`config.mk`:
```
export PLATFORM = sky130hd
export DESIGN_NAME = sspt_tx_format
export DESIGN_NICKNAME = d
export VERILOG_FILES = /design/src/verilog/sspt_pkg.sv /design/src/verilog/sspt_fifo.sv /design/src/verilog/sspt_tx_format.sv
export SDC_FILE = /design/constraint.sdc
export NUM_CORES = 1
export LEC_CHECK = 0
export BUFFER_PORTS_ARGS = -buffer_cell sky130_fd_sc_hd__buf_2
export CAP_MARGIN = 30
export CORE_ASPECT_RATIO = 1.2
export CORE_UTILIZATION = 49
export DETAILED_ROUTE_END_ITERATION = 8
export PLACE_DENSITY = 0.65
export RECOVER_POWER = 50
export SETUP_SLACK_MARGIN = 0.02
export SYNTH_ARGS = -nofsm -noshare
export SYNTH_HDL_FRONTEND = slang
export SYNTH_SLANG_ARGS = --single-unit
```
`constraint.sdc`:
```
create_clock -name ref_clk -period 9.89 [get_ports ref_clk]
set_clock_uncertainty 0.1 [all_clocks]
set_input_delay 0.4945 -clock ref_clk [delete_from_list [all_inputs] [get_ports ref_clk]]
set_output_delay 0.4945 -clock ref_clk [all_outputs]
set_load 0.01 [all_outputs]
```
`src/verilog/sspt_pkg.sv`:
```
// Constants, field layout and types for the secondary port transmit formatter
package sspt_pkg;

  // ----------------------------------------
  // Register map
  // ----------------------------------------
  localparam logic [7:0] ADDR_FORMAT_CFG = 8'h1b;
  localparam logic [7:0] ADDR_OFFSET_CFG = 8'h1c;
  localparam logic [7:0] ADDR_ROUTE_CFG  = 8'h1d;
  localparam logic [7:0] CFG_RESET       = 8'h00;
  localparam logic [7:0] OFFSET_WR_MASK  = 8'h1f;

  // ----------------------------------------
  // Field positions
  // ----------------------------------------
  localparam int BIT_LAUNCH_EDGE = 7;
  localparam int BIT_IDLE_FILL   = 6;
  localparam int BIT_LAST_HOLD   = 5;
  localparam int KEEPER_HI       = 4;
  localparam int KEEPER_LO       = 3;
  localparam int BIT_INT_FSYNC   = 2;
  localparam int BIT_INT_BCLK    = 1;
  localparam int BIT_PULSE_WIDTH = 0;
  localparam int DELAY_HI        = 4;

  // ----------------------------------------
  // Frame geometry
  // ----------------------------------------
  localparam logic [5:0] WLEN_16     = 6'h10;
  localparam logic [5:0] WLEN_20     = 6'h14;
  localparam logic [5:0] WLEN_24     = 6'h18;
  localparam logic [5:0] WLEN_32     = 6'h20;
  localparam logic [3:0] TDM_SLOTS   = 4'h8;
  localparam logic [3:0] PAIR_SLOTS  = 4'h2;
  localparam logic [1:0] PULSE_ONE   = 2'h1;
  localparam logic [1:0] PULSE_TWO   = 2'h2;
  localparam logic [5:0] STD_I2S_LAG = 6'h01;

  typedef enum logic [1:0] {
    FMT_TDM = 2'h0,
    FMT_I2S = 2'h1,
    FMT_LJ  = 2'h2
  } sspt_format_type;

  typedef enum logic [1:0] {
    KEEP_OFF  = 2'h0,
    KEEP_ON   = 2'h1,
    KEEP_LSB  = 2'h2,
    KEEP_LSB3 = 2'h3
  } sspt_keeper_type;

  typedef enum logic [2:0] {
    ST_IDLE  = 3'h1,
    ST_DELAY = 3'h2,
    ST_SHIFT = 3'h4
  } sspt_state_type;

  typedef struct packed {
    logic [2:0]  chan;
    logic [31:0] data;
  } sspt_sample_type;

  function automatic logic [5:0] sspt_wlen(input logic [1:0] code);
    case (code)
      2'h0:    return WLEN_16;
      2'h1:    return WLEN_20;
      2'h2:    return WLEN_24;
      default: return WLEN_32;
    endcase
  endfunction

endpackage

```
`src/verilog/sspt_fifo.sv`:
```
// Sample FIFO with registered read data and valid/ready on both sides
`timescale 1ns/1ps
module sspt_fifo #(
  parameter int WIDTH = 35,
  parameter int DEPTH = 16
) (
  // Clock and reset
  input  wire logic             ref_clk,
  input  wire logic             reset,
  // Fill side
  input  wire logic             in_valid,
  output logic                  in_ready,
  input  wire logic [WIDTH-1:0] in_data,
  // Drain side
  output logic                  out_valid,
  input  wire logic             out_ready,
  output logic [WIDTH-1:0]      out_data
);
  localparam int AW = $clog2(DEPTH);

  logic [WIDTH-1:0] mem [DEPTH];
  logic [AW-1:0]    wr_ptr;
  logic [AW-1:0]    rd_ptr;
  logic [AW:0]      count;

  wire do_wr   = in_valid && in_ready;
  wire do_load = (count != '0) && (!out_valid || out_ready);

  assign in_ready = (count != DEPTH[AW:0]);

  always_ff @(posedge ref_clk)
  begin
    if (do_wr)
      mem[wr_ptr] <= in_data;
  end

  always_ff @(posedge ref_clk)
  begin
    if (reset)
    begin
      wr_ptr    <= '0;
      rd_ptr    <= '0;
      count     <= '0;
      out_valid <= 1'b0;
      out_data  <= '0;
    end
    else
    begin
      wr_ptr <= do_wr ? wr_ptr + 1'b1 : wr_ptr;
      rd_ptr <= do_load ? rd_ptr + 1'b1 : rd_ptr;
      count  <= count + {{AW{1'b0}}, do_wr} - {{AW{1'b0}}, do_load};
      if (do_load)
      begin
        out_valid <= 1'b1;
        out_data  <= mem[rd_ptr];
      end
      else if (out_ready)
        out_valid <= 1'b0;
    end
  end
endmodule

```
`src/verilog/sspt_tx_format.sv`:
```
// Transmit formatter of the secondary audio serial port
//
// Notes on behaviour
// - Launch-edge bit clear: data changes on edge set by clock polarity.
// - Launch-edge bit set: data launches on opposite edge, half bit later.
// - Unused bit cycles drive zero, or high impedance when fill bit set.
// - Last bit held full period, or half period then released when set.
// - Keeper field: off, on, on for LSB cycle, on for LSB plus half.
// - Controller mode: internal frame sync used when its select bit set.
// - Controller mode: internal bit clock used when its select bit set.
// - Slot-multiplexed frame pulse is one or two bit periods wide.
// - Slot 0 MSB delayed 0 to 31 bits, both halves in stereo formats.
// - Each channel 1..8 goes to secondary data pin when its bit set.
// - Format field: slot-multiplexed, standard two-channel, left-justified.
// - Word length field selects 16, 20, 24 or 32 bits.
// - Bit clock polarity bit sets default launch edge only; bclk_out is not inverted.
`timescale 1ns/1ps
module sspt_tx_format
  import sspt_pkg::*;
#(
  parameter int BCLK_HALF_DIV = 4,
  parameter int FIFO_DEPTH    = 16
) (
  // Clock and reset
  input  wire logic            ref_clk,
  input  wire logic            reset,
  // Register port
  input  wire logic            reg_wr,
  input  wire logic [7:0]      reg_addr,
  input  wire logic [7:0]      reg_wdata,
  output logic [7:0]           reg_rdata,
  // Port setup held elsewhere
  input  wire logic            controller_mode,
  input  wire logic [1:0]      frame_format_select,
  input  wire logic [1:0]      word_length_select,
  input  wire logic            bit_clock_polarity,
  // Link clocks
  input  wire logic            ext_bclk,
  input  wire logic            ext_fsync,
  output logic                 bclk_out,
  output logic                 fsync_out,
  // Data pins
  output logic                 dout_pri,
  output logic                 dout_pri_oe,
  output logic                 secondary_data_pin,
  output logic                 secondary_data_pin_oe,
  output logic                 keeper_en,
  // Sample stream
  input  wire logic            s_valid,
  output logic                 s_ready,
  input  wire sspt_sample_type s_sample
);
  localparam int DW = $clog2(BCLK_HALF_DIV);

  // ----------------------------------------
  // Registers
  // ----------------------------------------
  logic [7:0] fmt_cfg;
  logic [7:0] ofs_cfg;
  logic [7:0] route_cfg;

  wire wr_fmt   = reg_wr && (reg_addr == ADDR_FORMAT_CFG);
  wire wr_ofs   = reg_wr && (reg_addr == ADDR_OFFSET_CFG);
  wire wr_route = reg_wr && (reg_addr == ADDR_ROUTE_CFG);
  wire [7:0] next_rdata = (reg_addr == ADDR_FORMAT_CFG) ? fmt_cfg :
                          (reg_addr == ADDR_OFFSET_CFG) ? ofs_cfg :
                          (reg_addr == ADDR_ROUTE_CFG)  ? route_cfg : CFG_RESET;

  always_ff @(posedge ref_clk)
  begin
    if (reset)
    begin
      fmt_cfg   <= CFG_RESET;
      ofs_cfg   <= CFG_RESET;
      route_cfg <= CFG_RESET;
      reg_rdata <= CFG_RESET;
    end
    else
    begin
      if (wr_fmt)
        fmt_cfg <= reg_wdata;
      if (wr_ofs)
        ofs_cfg <= reg_wdata & OFFSET_WR_MASK;
      if (wr_route)
        route_cfg <= reg_wdata;
      reg_rdata <= next_rdata;
    end
  end

  wire             fill_hiz  = fmt_cfg[BIT_IDLE_FILL];
  wire             hold_half = fmt_cfg[BIT_LAST_HOLD];
  sspt_keeper_type keep_mode;
  assign keep_mode = sspt_keeper_type'(fmt_cfg[KEEPER_HI:KEEPER_LO]);
  wire [5:0] delay_cfg = {1'b0, ofs_cfg[DELAY_HI:0]};

  // ----------------------------------------
  // Bit clock selection and edges
  // ----------------------------------------
  logic bclk_meta, bclk_sync, fs_meta, fs_sync, bclk_prev, fs_last;
  logic [DW-1:0] div_cnt;

  wire use_int_bclk = controller_mode && fmt_cfg[BIT_INT_BCLK];
  wire use_int_fs   = controller_mode && fmt_cfg[BIT_INT_FSYNC];
  wire bclk_sel     = use_int_bclk ? bclk_out : bclk_sync;
  wire bclk_rise    = bclk_sel && !bclk_prev;
  wire bclk_fall    = !bclk_sel && bclk_prev;
  // Default launch is the falling edge; polarity and edge select each flip it
  wire launch_rise  = bit_clock_polarity ^ fmt_cfg[BIT_LAUNCH_EDGE];
  wire launch_tick  = launch_rise ? bclk_rise : bclk_fall;
  wire half_tick    = launch_rise ? bclk_fall : bclk_rise;

  always_ff @(posedge ref_clk)
  begin
    if (reset)
    begin
      {bclk_meta, bclk_sync, fs_meta, fs_sync} <= 4'h0;
      bclk_prev <= 1'b0;
      div_cnt   <= '0;
      bclk_out  <= 1'b0;
    end
    else
    begin
      bclk_meta <= ext_bclk;
      bclk_sync <= bclk_meta;
      fs_meta   <= ext_fsync;
      fs_sync   <= fs_meta;
      bclk_prev <= bclk_sel;
      div_cnt   <= (div_cnt == DW'(BCLK_HALF_DIV - 1)) ? '0 : div_cnt + 1'b1;
      if (div_cnt == DW'(BCLK_HALF_DIV - 1))
        bclk_out <= !bclk_out;
    end
  end

  // ----------------------------------------
  // Frame timing
  // ----------------------------------------
  sspt_format_type fmt;
  assign fmt = sspt_format_type'(frame_format_select);
  wire       is_tdm    = (fmt == FMT_TDM);
  wire       is_i2s    = (fmt == FMT_I2S);
  wire [5:0] wlen      = sspt_wlen(word_length_select);
  wire [3:0] nslots    = is_tdm ? TDM_SLOTS : PAIR_SLOTS;
  wire [8:0] frame_len = 9'(wlen * nslots);
  wire [1:0] pulse_w   = fmt_cfg[BIT_PULSE_WIDTH] ? PULSE_TWO : PULSE_ONE;
  logic [8:0] frm_cnt;

  wire int_left  = launch_tick && (frm_cnt == frame_len - 9'h1);
  wire int_right = launch_tick && !is_tdm && (frm_cnt == {3'h0, wlen} - 9'h1);
  wire fs_rise   = launch_tick && fs_sync && !fs_last;
  wire fs_fall   = launch_tick && !fs_sync && fs_last;
  wire ext_left  = is_i2s ? fs_fall : fs_rise;
  wire ext_right = !is_tdm && (is_i2s ? fs_rise : fs_fall);
  wire evt_left  = use_int_fs ? int_left : ext_left;
  wire evt_right = use_int_fs ? int_right : ext_right;
  wire next_fsync = is_tdm ? (frm_cnt < {7'h0, pulse_w}) :
                    ((frm_cnt < {3'h0, wlen}) ^ is_i2s);

  always_ff @(posedge ref_clk)
  begin
    if (reset)
    begin
      frm_cnt   <= '0;
      fs_last   <= 1'b0;
      fsync_out <= 1'b0;
    end
    else
    begin
      if (launch_tick)
        frm_cnt <= int_left ? '0 : frm_cnt + 9'h1;
      if (launch_tick)
        fs_last <= fs_sync;
      fsync_out <= controller_mode && next_fsync;
    end
  end

  // ----------------------------------------
  // Serializer
  // ----------------------------------------
  sspt_state_type  state;
  sspt_sample_type head;
  logic [5:0]  delay_cnt, bit_cnt;
  logic [3:0]  slot, dly_slot;
  logic [31:0] shreg;
  logic        tx_active, cur_sec, release_lsb, keep_tail, head_valid, dly_run;

  wire       start      = evt_left || evt_right;
  wire [5:0] load_delay = delay_cnt_init(delay_cfg, is_i2s);
  wire       last_bit   = (bit_cnt == wlen - 6'h1);
  wire       slot_end   = (state == ST_SHIFT) && last_bit;
  // Delay runs beside the shifter, so the word before still sends its tail
  wire       dly_done   = dly_run && (delay_cnt == 6'h0);
  wire [3:0] next_slot  = start ? {3'h0, evt_right} : (dly_done ? dly_slot : slot + 4'h1);
  wire       slot_begin = launch_tick && ((start && load_delay == 6'h0) ||
                          (!start && dly_done) ||
                          (!start && !dly_run && slot_end && is_tdm && next_slot < nslots));
  wire       take       = slot_begin && head_valid && (head.chan == next_slot[2:0]);
  wire       tx_on      = (state == ST_SHIFT) && tx_active;
  wire       lsb_now    = tx_on && last_bit;

  function automatic logic [5:0] delay_cnt_init(input logic [5:0] d, input logic lag);
    return lag ? d + STD_I2S_LAG : d;
  endfunction

  always_ff @(posedge ref_clk)
  begin
    if (reset)
    begin
      state <= ST_IDLE;
      {delay_cnt, bit_cnt, slot, dly_slot, shreg} <= '0;
      {tx_active, cur_sec, dly_run} <= 3'h0;
    end
    else if (launch_tick)
    begin
      if (start && load_delay != 6'h0)
      begin
        dly_run   <= 1'b1;
        dly_slot  <= next_slot;
        delay_cnt <= load_delay - 6'h1;
      end
      else if (start || dly_done)
        dly_run <= 1'b0;
      else if (dly_run)
        delay_cnt <= delay_cnt - 6'h1;
      if (slot_begin)
      begin
        state     <= ST_SHIFT;
        slot      <= next_slot;
        bit_cnt   <= '0;
        tx_active <= take;
        shreg     <= head.data;
        cur_sec   <= route_cfg[next_slot[2:0]];
      end
      else if (state == ST_SHIFT && !slot_end)
      begin
        bit_cnt <= bit_cnt + 6'h1;
        shreg   <= {shreg[30:0], 1'b0};
      end
      else if (start || dly_run)
      begin
        state     <= ST_DELAY;
        tx_active <= 1'b0;
      end
      else
      begin
        state     <= ST_IDLE;
        tx_active <= 1'b0;
      end
    end
  end

  sspt_fifo #(
    .WIDTH ($bits(sspt_sample_type)),
    .DEPTH (FIFO_DEPTH)
  ) u_fifo (
    .ref_clk   (ref_clk),
    .reset     (reset),
    .in_valid  (s_valid),
    .in_ready  (s_ready),
    .in_data   (s_sample),
    .out_valid (head_valid),
    .out_ready (take),
    .out_data  (head)
  );

  // ----------------------------------------
  // Pin drive
  // ----------------------------------------
  // Half-bit release and keeper tail both end on the next opposite edge
  wire next_keeper = (keep_mode == KEEP_ON) ||
                     ((keep_mode == KEEP_LSB || keep_mode == KEEP_LSB3) && lsb_now) ||
                     ((keep_mode == KEEP_LSB3) && keep_tail);
  wire drive_bit  = tx_on && !release_lsb;
  wire fill_oe    = !fill_hiz;
  wire next_p_oe  = (tx_on && !cur_sec) ? !release_lsb : fill_oe;
  wire next_s_oe  = (tx_on && cur_sec) ? !release_lsb : fill_oe;

  always_ff @(posedge ref_clk)
  begin
    if (reset)
    begin
      {release_lsb, keep_tail, keeper_en} <= 3'h0;
      {dout_pri, dout_pri_oe, secondary_data_pin, secondary_data_pin_oe} <= 4'h0;
    end
    else
    begin
      release_lsb <= launch_tick ? 1'b0 : (release_lsb || (half_tick && lsb_now && hold_half));
      keep_tail   <= half_tick ? 1'b0 : (keep_tail || (launch_tick && lsb_now));
      keeper_en   <= next_keeper;
      dout_pri    <= drive_bit && !cur_sec && shreg[31];
      dout_pri_oe <= next_p_oe;
      secondary_data_pin    <= drive_bit && cur_sec && shreg[31];
      secondary_data_pin_oe <= next_s_oe;
    end
  end

  // ----------------------------------------
  // Checks
  // ----------------------------------------
  logic [1:0] fs_ticks;
  always_ff @(posedge ref_clk)
  begin
    if (reset)
      fs_ticks <= '0;
    else
      fs_ticks <= fsync_out ? fs_ticks + {1'b0, launch_tick} : '0;
  end
endmodule

```
Word level (Yosys, flattened, before mapping)
Memories as Yosys holds them, arrays and structs flattened. A register that Yosys moved wholly into a read port is not among the register bits.
Index checks and enable logic that the tools add are counted.

operators by class
  $mul = 1
  muxes and demuxes = 40
  reductions and logical operators = 88
  eq/ne operators = 18
  bitwise operators = 2
  $lt $le $gt $ge = 4
  add/sub/neg operators = 14

operators by type and width
  cell                                                                   count
  32-bit two-way mux                                                     2
  1-bit logical AND                                                      45
  6-bit two-way mux                                                      6
  8-bit by 5-bit equality test with 1-bit output, second input constant  3
  8-bit two-way mux                                                      3
  1-bit two-way mux                                                      19
  9-bit equality test                                                    2
  6-bit case mux with 3 select lines                                     1
  6-bit by 1-bit subtractor with 6-bit output, second input constant     3
  1-bit logical NOT                                                      13
  4-bit by 1-bit adder with 4-bit output, second input constant          3
  6-bit logical NOT                                                      2
  4-bit two-way mux                                                      3
  1-bit logical OR                                                       11
  2-bit AND reduction                                                    5
  9-bit by 1-bit adder with 9-bit output, second input constant          1
  9-bit by 2-bit less-than comparator with 1-bit output                  1
  9-bit by 6-bit less-than comparator with 1-bit output                  1
  6-bit by 4-bit multiplier with 9-bit output                            1
  9-bit two-way mux                                                      1
  9-bit by 1-bit subtractor with 9-bit output, second input constant     1
  2-bit equality test, second input constant                             4
  2-bit nonzero test                                                     4
  6-bit by 1-bit subtractor with 7-bit output, second input constant     1
  other kinds (22)                                                       31

word-level totals
  bits in writable memories = 560
  word-level logic and storage cells = 202
  output and inout bits = 16
  bits in registers = 127
  input port bits = 63
  memories kept = 1

memory list
  memory      depth  bits a word  read ports  clocked after Yosys merged registers in  wr ports  line             source
  u_fifo.mem  16     35           1           1                                        1         sspt_fifo.sv:21  logic [WIDTH-1:0] mem [DEPTH];

Logic depth before layout (Yosys ltp)
Gate-level depths: netlist of run 1.

  word-level depth = 23
  gate-level depth with buffers = 25
  mapped depth without buffers = 24

Cells and area by module
From an unflattened synthesis of run 1, not the netlist that was laid out.

second synthesis, totals
  cells, all modules = 1772
  area total of the unflattened synthesis = 29188.0 um^2

by module, submodules not included
  module          cells an instance  area an instance (um^2)  seq. area each (um^2)  instances
  sspt_fifo       1038               23237.3                  17797.1                1
  sspt_tx_format  734                5950.7                   2262.2                 1

Least setup slack after synthesis of run 1
Ideal clock, no wire load.

  path type = input port to flip-flop
  start point = input port frame_format_select[0]
  end point = register u_fifo.count[4]
  required time = 9720 ps
  buffers on the path = 2
  setup time = 70 ps
  arrival time = 5333 ps
  setup slack = 4386 ps
  cell stages on the path = 24
  cells stage by stage = or2_1 buf_4 nor2_1 fa_1 inv_1 ha_1 fa_1 xor2_1 nor4_1 nand4b_1 o211a_2 o22ai_1 a32oi_2 a21oi_2 buf_4 inv_1 ha_1 inv_1 ha_1 fa_1 a21oi_1 nor2_1 or3_1 a21oi_1

between the ends
  cells in the longest elaborated chain, start to end = 20
  elaborated cells between the ends (all ways) = 36
  those cells by class = add/sub: 2; mul: 1; order compare: 1; eq/ne: 3; mux: 7; reduce/logical: 22

RTL lines
  what                                                                                  line                   source
  start, declared                                                                       sspt_tx_format.sv:34   input wire logic [1:0] frame_format_select,
  branches (longest 16 deep; another with 6-bit by 4-bit multiplier with 9-bit output)  -
  1-bit logical AND (*)                                                                 sspt_tx_format.sv:196  wire take = slot_begin && head_valid && (head.chan == next_slot[2:0]);
  1-bit logical OR (*)                                                                  sspt_fifo.sv:27        wire do_load = (count != '0) && (!out_valid || out_ready);
  1-bit logical AND (*)                                                                 sspt_fifo.sv:27
  named net u_fifo.do_load                                                              sspt_fifo.sv:27
  5-bit by 1-bit subtractor with 5-bit output (*)                                       sspt_fifo.sv:51        count <= count + {{AW{1'b0}}, do_wr} - {{AW{1'b0}}, do_load};
  end signal, assigned                                                                  sspt_fifo.sv:51
  end, declared                                                                         sspt_fifo.sv:24        logic [AW:0] count;

Mark *: on every way through the listed nets, which the timed path passes.
A chain may end at the register's enable or synchronous reset.

Final worst setup path of run 1
  start point = input port frame_format_select[1]
  end point = register u_fifo.count[4]

The elaborated chain is that of the path after synthesis.

==> flow_summary.yaml, run 1 <==
status:
  run_status: "finished with violations"
  violations: "max-capacitance violations, max-slew violations"
sta:
  post-route-period-util_pct: 62.9
  drv_slew: 247
  finalSetupViolations: 0
  fmax_ghz: 0.161
  fin_tns_setup_ns: 0
  finalHoldViolations: 0
  tightest_slew_ns: 4.30
  period_needed_ns: 6.22
  whs_ns: 0.0561
  rsz0062_at_grt: "no"
  maxSlewHeadroom_pct: -186
grt:
  grt_pass1_vias: 15800
  antenna_found_initial: 1
  grt_pass1_wl_um: 96900
  grt_max_degree: 116
  grtUsageTotal_pct: 21.7
  overflow: 0
run:
  drv_cap: 5
pwr:
  power.total_uw: 7400
  ir_worst_vdd_v: 0.000221
  p_sw_uw: 1790
  pwr-share-clk_pct: 36.4
  power_density_nw_per_um2: 227
  pwr-share-comb_pct: 15.7
  leakage_uw: 0.0106
  intPower_uw: 5610
  share_seq_of_total_power_pct: 47.9
  switching_share_pct: 24.2
yosys:
  syn-instance-count: 1745
  syn_area_um2: 29000
  synth-seq-area-share_pct: 69.1
  synth_seq_cells: 722
  synth_nets: 1844
  avgSynthCellArea_um2: 16.6
  synth_ff_type: "edfxtp_1"
  async_flop_share_pct: 0
  synth-edff-count: 560
  yosys_warnings: 0
  ys_types: 74
cells_and_area:
  multi_input_area_um2: 8590
  seqCellArea_um2: 20100
  areaGrowthSynthToFinish_pct: 12.5
  drive_above_1_share_pct: 19.6
  fillers: 4562
  fin_nets: 1930
cts:
  clk_pin_slew_ns: 0.06
  htreeDepth: 3
  cts_made_buffers: 71
  ctsLongestPathBuffers: 3
  cts_tree: "done"
  cts_resized: 0
  clock-root-buffer: "clkbuf_16"
  clk-insertion-delay-late_ns: 0.61
  clock-sinks: 722
route:
  ant_nets: 0
  post_drt_wl_per_cell_um: 23.9
  via_per_inst: 5.82
  drt-initial-drc-count: 1477
  first_pass_iters: 5
  finalWirelength_um: 63900
  vias: 15600
  drc_errors: 0
floorplan:
  num_rows: 97
  dieArea_um2: 60200
  core_um2: 58500
  initial_core_util_pct: 49.6
  io_pins: 79
  fp.dieW_um: 224
  die_y_um: 269
place:
  place_congestion: 0.850
  place_hpwl_um: 33500
  io_buffers: 78
worst_setup_path:
  crit_path_start_kind: "input port"
  crit_slowest_cell: "buf_4"
  worstPathArrival_ns: 6.60
  crit_buf_inv: 5
  crit_fanout: 42
  max_stage_delay_ns: 0.59
  crit_path_cell_trace: "buf_2 > or2_1 > nand2_1 > fa_1 > inv_1 > ha_1 > fa_1 > xor2_1 > nor4_1 > nand4b_1 > o211ai_2 > and2_1 > nor4_1 > a21oi_4 > buf_4 > inv_1 > ha_1 > inv_1 > ha_1 > fa_1 > a21oi_1 > nor2_1 > or3_1 > a21oi_1"
  crit_path_end_kind: "flop"
  critPathKind: "input port to flop"
  cp_data_required_time_ns: 10.27
  cp_top_family: "adder cells"
min_path:
  hold_class: "input port to flop"
-- per-stage QoR --
| step | area (um^2) | utilization [%] | setup slack [ns] | std cells |
|---|---|---|---|---|
| detailed placement | 30400 | 51.9 | 3.16 | 2546 |
| global route | 32600 | 55.8 | 3.22 | 2678 |
| global placement | 30400 | 51.9 | 3.26 | 2546 |
| CTS | 32700 | 55.9 | 3.77 | 2676 |
| floorplan | 29000 | - | 4.39 | 1745 |
| finish | 32600 | 55.8 | 3.67 | 2679 |
-- layer usage --
| metal | global-route usage, % | vias up | part of all wire [%] |
|---|---|---|---|
| li1 | - | 6992 | - |
| met1 | 27.0 | 8055 | 40 |
| met2 | 39.0 | 423 | 53 |
| met3 | 3.07 | 116 | 4.6 |
| met4 | 7.45 | 2 | 2.6 |
| met5 | 0 | - | 0.019 |
-- cells by family after synthesis --
family                   Yosys count  synth area share (%)
flip-flops                       722                  69.1
AND/OR/NAND/NOR                  437                  7.04
multiplexers                     229                  15.5
AO/OA/AOI/OAI                    153                  3.59
buffers and inverters            123                  1.71
XOR/XNOR                          45                  1.47
adder cells (fa/ha/maj)           36                  1.63
-- path summary, 6_finish.rpt --
check	slack, ns	depth (start not counted)	startpoint	end
worst max-delay path	3.67	24	frame_format_select[1]	u_fifo.count[4]$_SDFF_PP0_
worst min-delay path	0.06	3	controller_mode	fsync_out$_SDFF_PP0_
worst max register to register	4.72	18	frm_cnt[2]$_SDFFE_PP0N_	u_fifo.count[4]$_SDFF_PP0_
worst min register to register	0.33	1	div_cnt[0]$_SDFF_PP0_	div_cnt[0]$_SDFF_PP0_
-- what timing repair did --
action                     4_1_cts  5_1_grt
buffers inserted                 0        0
setup endpoints to repair        0        0
hold buffers                     2        0
hold endpoints to repair         2        0
-- power by group through the flow --
stage | combinational, uW | clock (uW) | sequential, uW
2_1_floorplan | 962 | 0 | 3510
3_3_place_gp | 1170 | 0 | 3600
3_5_place_dp | 1200 | 0 | 3610
4_1_cts | 1200 | 2750 | 3540
5_1_grt | 1270 | 2860 | 3560
6_report | 1160 | 2690 | 3540
-- tightest hold or removal path, delay by kind of cell --
kind / cells / cell delay [ns]
AOI/OAI and AO/OA: 1 / 0.04
buffers and inverters: 2 / 0.18
-- state kept, by name (all words and copies together) (netlist names), 4 cells and up --
register         count
u_fifo.mem         560
shreg               32
dly_slot             4
route_cfg            8
u_fifo.rd_ptr        4
bit_cnt              6
reg_rdata            8
slot                 4
u_fifo.count         5
u_fifo.out_data     35
frm_cnt              9
ofs_cfg              5
u_fifo.wr_ptr        4
fmt_cfg              8
delay_cnt            6
-- area by class of cell --
cell class                      count  area share [%]
Antenna cell                        1         0.00766
Clock buffer                      100            6.07
Multi-Input combinational cell    900            26.3
Sequential cell                   722            61.5
Timing Repair Buffer              110            1.78
Clock inverter                     28            1.01
Inverter                           26           0.299
Tap cell                          792            3.04
-- Yosys cell counts (all sizes together) (3+ instances only) --
library cell | number | area share, %
xnor2 | 25 | 0.87
nand3b | 3 | 0.078
dfxtp | 162 | 11
nor2 | 174 | 2.3
mux2 | 5 | 0.19
o211a | 3 | 0.10
mux2i | 49 | 1.7
nand2 | 70 | 0.91
xor2 | 20 | 0.60
nand2b | 8 | 0.17
nor3 | 77 | 1.3
and2 | 5 | 0.11
nand4b | 3 | 0.091
nor4 | 6 | 0.15
mux4 | 175 | 14
clkbuf | 62 | 0.80
o2111ai | 3 | 0.091
o211ai | 4 | 0.14
ha | 33 | 1.4
or3 | 10 | 0.22
a222oi | 5 | 0.17
a21oi | 56 | 0.99
nor2b | 8 | 0.17
and3 | 4 | 0.086
nor4b | 4 | 0.14
inv | 26 | 0.34
or2 | 4 | 0.086
nor3b | 6 | 0.16
edfxtp | 560 | 58
a211oi | 6 | 0.17
buf | 35 | 0.57
o21a | 29 | 0.75
nand4 | 7 | 0.15
a22oi | 7 | 0.20
fa | 3 | 0.21
nand3 | 41 | 0.71
o21ai | 22 | 0.41
-- cells in the final DEF (no fill, tap or decap), types with 29 or more instances in the layout --
cell type and n:
nor3_1 73, o21a_1 29, mux2i_1 49, nand3_1 41, a21oi_1 54, ha_1 33, dfxtp_1 158, mux4_2 175
edfxtp_1 560, clkbuf_16 75, nor2_1 158, nand2_1 70, clkbuf_1 80
(Power assumes the default switching activity.)
==> inputs of run 2 (changes only) <==
ABC_AREA = 1   (was not set)
clock period = 6.2 ns   (was 9.89 ns; I/O delays follow)
==> flow_summary.yaml, run 2 <==
cells_and_area:
  fin_nets: 2886
  postLayoutCellArea_um2: 34200
  drive_above_1_share_pct: 7.15
  largest_reg_flops: 560
  layout_commonest_cell: "edfxtp_1"
  reg.largest.list: "u_fifo.mem: 560 flops, u_fifo.out_data: 35 flops, shreg: 32 flops"
  largest-register: "u_fifo.mem"
  final_cell_mix: "560 x edfxtp_1, 411 x o21ai_0, 285 x inv_1, 243 x nor2_1, 217 x nand2_1"
  areaGrowthSynthToFinish_pct: 12.9
route:
  topRoutingLayerUsed: "met4"
  route.met3.wl_um: 3670
  drt-initial-drc-count: 1703
  via_per_inst: 5.49
  post_drt_wl_per_cell_um: 19.3
  ant_nets: 0
  m1WireLength_um: 29800
  vias: 20000
  drc_errors: 0
  finalWirelength_um: 70300
  met2_length_um: 34400
  first_pass_iters: 6
worst_setup_path:
  critPathKind: "input port to flop"
  r2r_cells: 25
  crit_path_end_kind: "flop"
  crit_fanout: 11
  cp_top_family: "adder cells"
  crit_slowest_cell: "fa_1"
  worstPathArrival_ns: 5.99
  cp_data_required_time_ns: 6.63
  crit_top_cell: "nand2_1"
  max_stage_delay_ns: 0.55
  crit_path_start_kind: "input port"
  cp.depth: 35
  crit_buf_inv: 7
status:
  run_status: "finished with violations"
  violations: "max-capacitance violations, max-slew violations"
yosys:
  synth-seq-area-share_pct: 66.2
  avgSynthCellArea_um2: 11.3
  syn_area_um2: 30300
  yosys.area.top_type: "edfxtp_1"
  synth_ff_type: "edfxtp_1"
  ys_top_cells_by_count: "560 x edfxtp_1, 411 x o21ai_0, 288 x inv_1, 256 x nor2_1, 217 x nand2_1"
  yosysMostFrequentCell: "edfxtp_1"
  yosys_warnings: 0
  synth_top_area_share_pct: 55.5
  synth-edff-count: 560
  synth_area_leaders: "edfxtp_1 55%, dfxtp_1 11%, o21ai_0 6.8%"
  ys_types: 45
  synth_seq_cells: 722
  syn-instance-count: 2685
  synth_nets: 2784
  async_flop_share_pct: 0
sta:
  tightest_slew_ns: 2.15
  fmax_ghz: 0.180
  finalHoldViolations: 0
  drv_slew: 130
  maxSlewHeadroom_pct: -43.0
  finalSetupViolations: 0
  whs_ns: 0.0628
  setup_ws_ns: 0.639
  period_needed_ns: 5.56
  post-route-period-util_pct: 89.7
  rsz0062_at_grt: "no"
  fin_tns_setup_ns: 0
place:
  postPlaceCellArea_um2: 31500
  io_buffers: 78
  place_hpwl_um: 38100
  place_congestion: 0.823
  dp_slack_ns: 0.533
floorplan:
  fp.dieW_um: 229
  num_rows: 99
  core_um2: 60900
  initial_core_util_pct: 49.7
  die_y_um: 274
  io_pins: 79
  dieArea_um2: 62800
cts:
  clock-root-buffer: "clkbuf_16"
  cts_tree: "done"
  htreeDepth: 3
  cts-hold-fix-buffers: 55
  ctsLongestPathBuffers: 3
  clk-insertion-delay-late_ns: 0.60
  clock-sinks: 722
  cts_made_buffers: 73
  cts_setup_buffers: 0
  clk_pin_slew_ns: 0.06
  cts_resized: 0
pwr:
  ir_worst_vdd_v: 0.000236
  leakage_uw: 0.0124
  power_density_nw_per_um2: 371
min_path:
  hold_class: "input port to flop"
  min_path_cells: 5
grt:
  antenna_found_initial: 1
  grt_max_degree: 121
  overflow: 0
  grt_pass1_vias: 19200
  grtUsageTotal_pct: 22.3
  grt_pass1_wl_um: 108000
run:
  drv_cap: 4
==> run 2: power by group <==
| part | total (uW) | internal (uW) | switching, uW |
|---|---|---|---|
| registers | 5680 | 5470 | 213 |
| logic | 2900 | 1030 | 1870 |
| clock network | 4120 | 2360 | 1760 |
| total | 12700 | 8860 | 3840 |
==> run 2: cell families (layout without fill, tap and decap cells) <==
family	count (synthesis)	in the layout	synth area share, %
other	0	1	0
buffers and inverters	443	599	5.81
XOR/XNOR	24	24	0.694
AND/OR/NAND/NOR	580	580	7.96
AO/OA/AOI/OAI	740	740	13.2
adder cells (fa/ha/maj)	36	36	1.56
multiplexers	140	140	4.62
flip-flops	722	722	66.2
==> run 2: path summary, 6_finish.rpt <==
kind,from,to,slack (ns)
min reg2reg,bclk_meta$_SDFF_PP0_,bclk_sync$_SDFF_PP0_,0.31
min,reg_addr[3],reg_rdata[7]$_SDFF_PP0_,0.06
max reg2reg,frm_cnt[2]$_SDFFE_PP0N_,u_fifo.count[4]$_SDFF_PP0_,1.96
max,frame_format_select[1],u_fifo.count[4]$_SDFF_PP0_,0.64
==> run 2: tightest hold or removal path, delay by kind of cell <==
family | cells | cell delay [ns]
buffers and inverters | 2 | 0.17
and+or+nand+nor | 2 | 0.17
AOI/OAI and AO/OA | 1 | 0.06
==> run 2: cell type report <==
class | instances | area [um^2]
Antenna cell | 1 | 2.50
Clock inverter | 31 | 183
Clock buffer | 98 | 2050
Multi-Input combinational cell | 1520 | 8580
Fill cell | 5106 | 26700
Inverter | 298 | 1120
Timing Repair Buffer | 172 | 1200
Tap cell | 808 | 1010
Sequential cell | 722 | 20100
==> run 2: metal layers <==
layer / track usage [%] / vias up
met5: 0 / -
li1: - / 9608
met3: 3.43 / 141
met2: 38.1 / 567
met1: 28.2 / 9708
met4: 9.70 / 0
==> run 2: metrics by stage <==
step	utilization (%)	std cells	power (uW)
2_1_floorplan	-	2685	7820
6_report	56.2	3650	12700
4_1_cts	56.3	3649	12800
5_1_grt	56.2	3649	13400
3_3_place_gp	51.7	3463	8560
3_5_place_dp	51.7	3465	8650
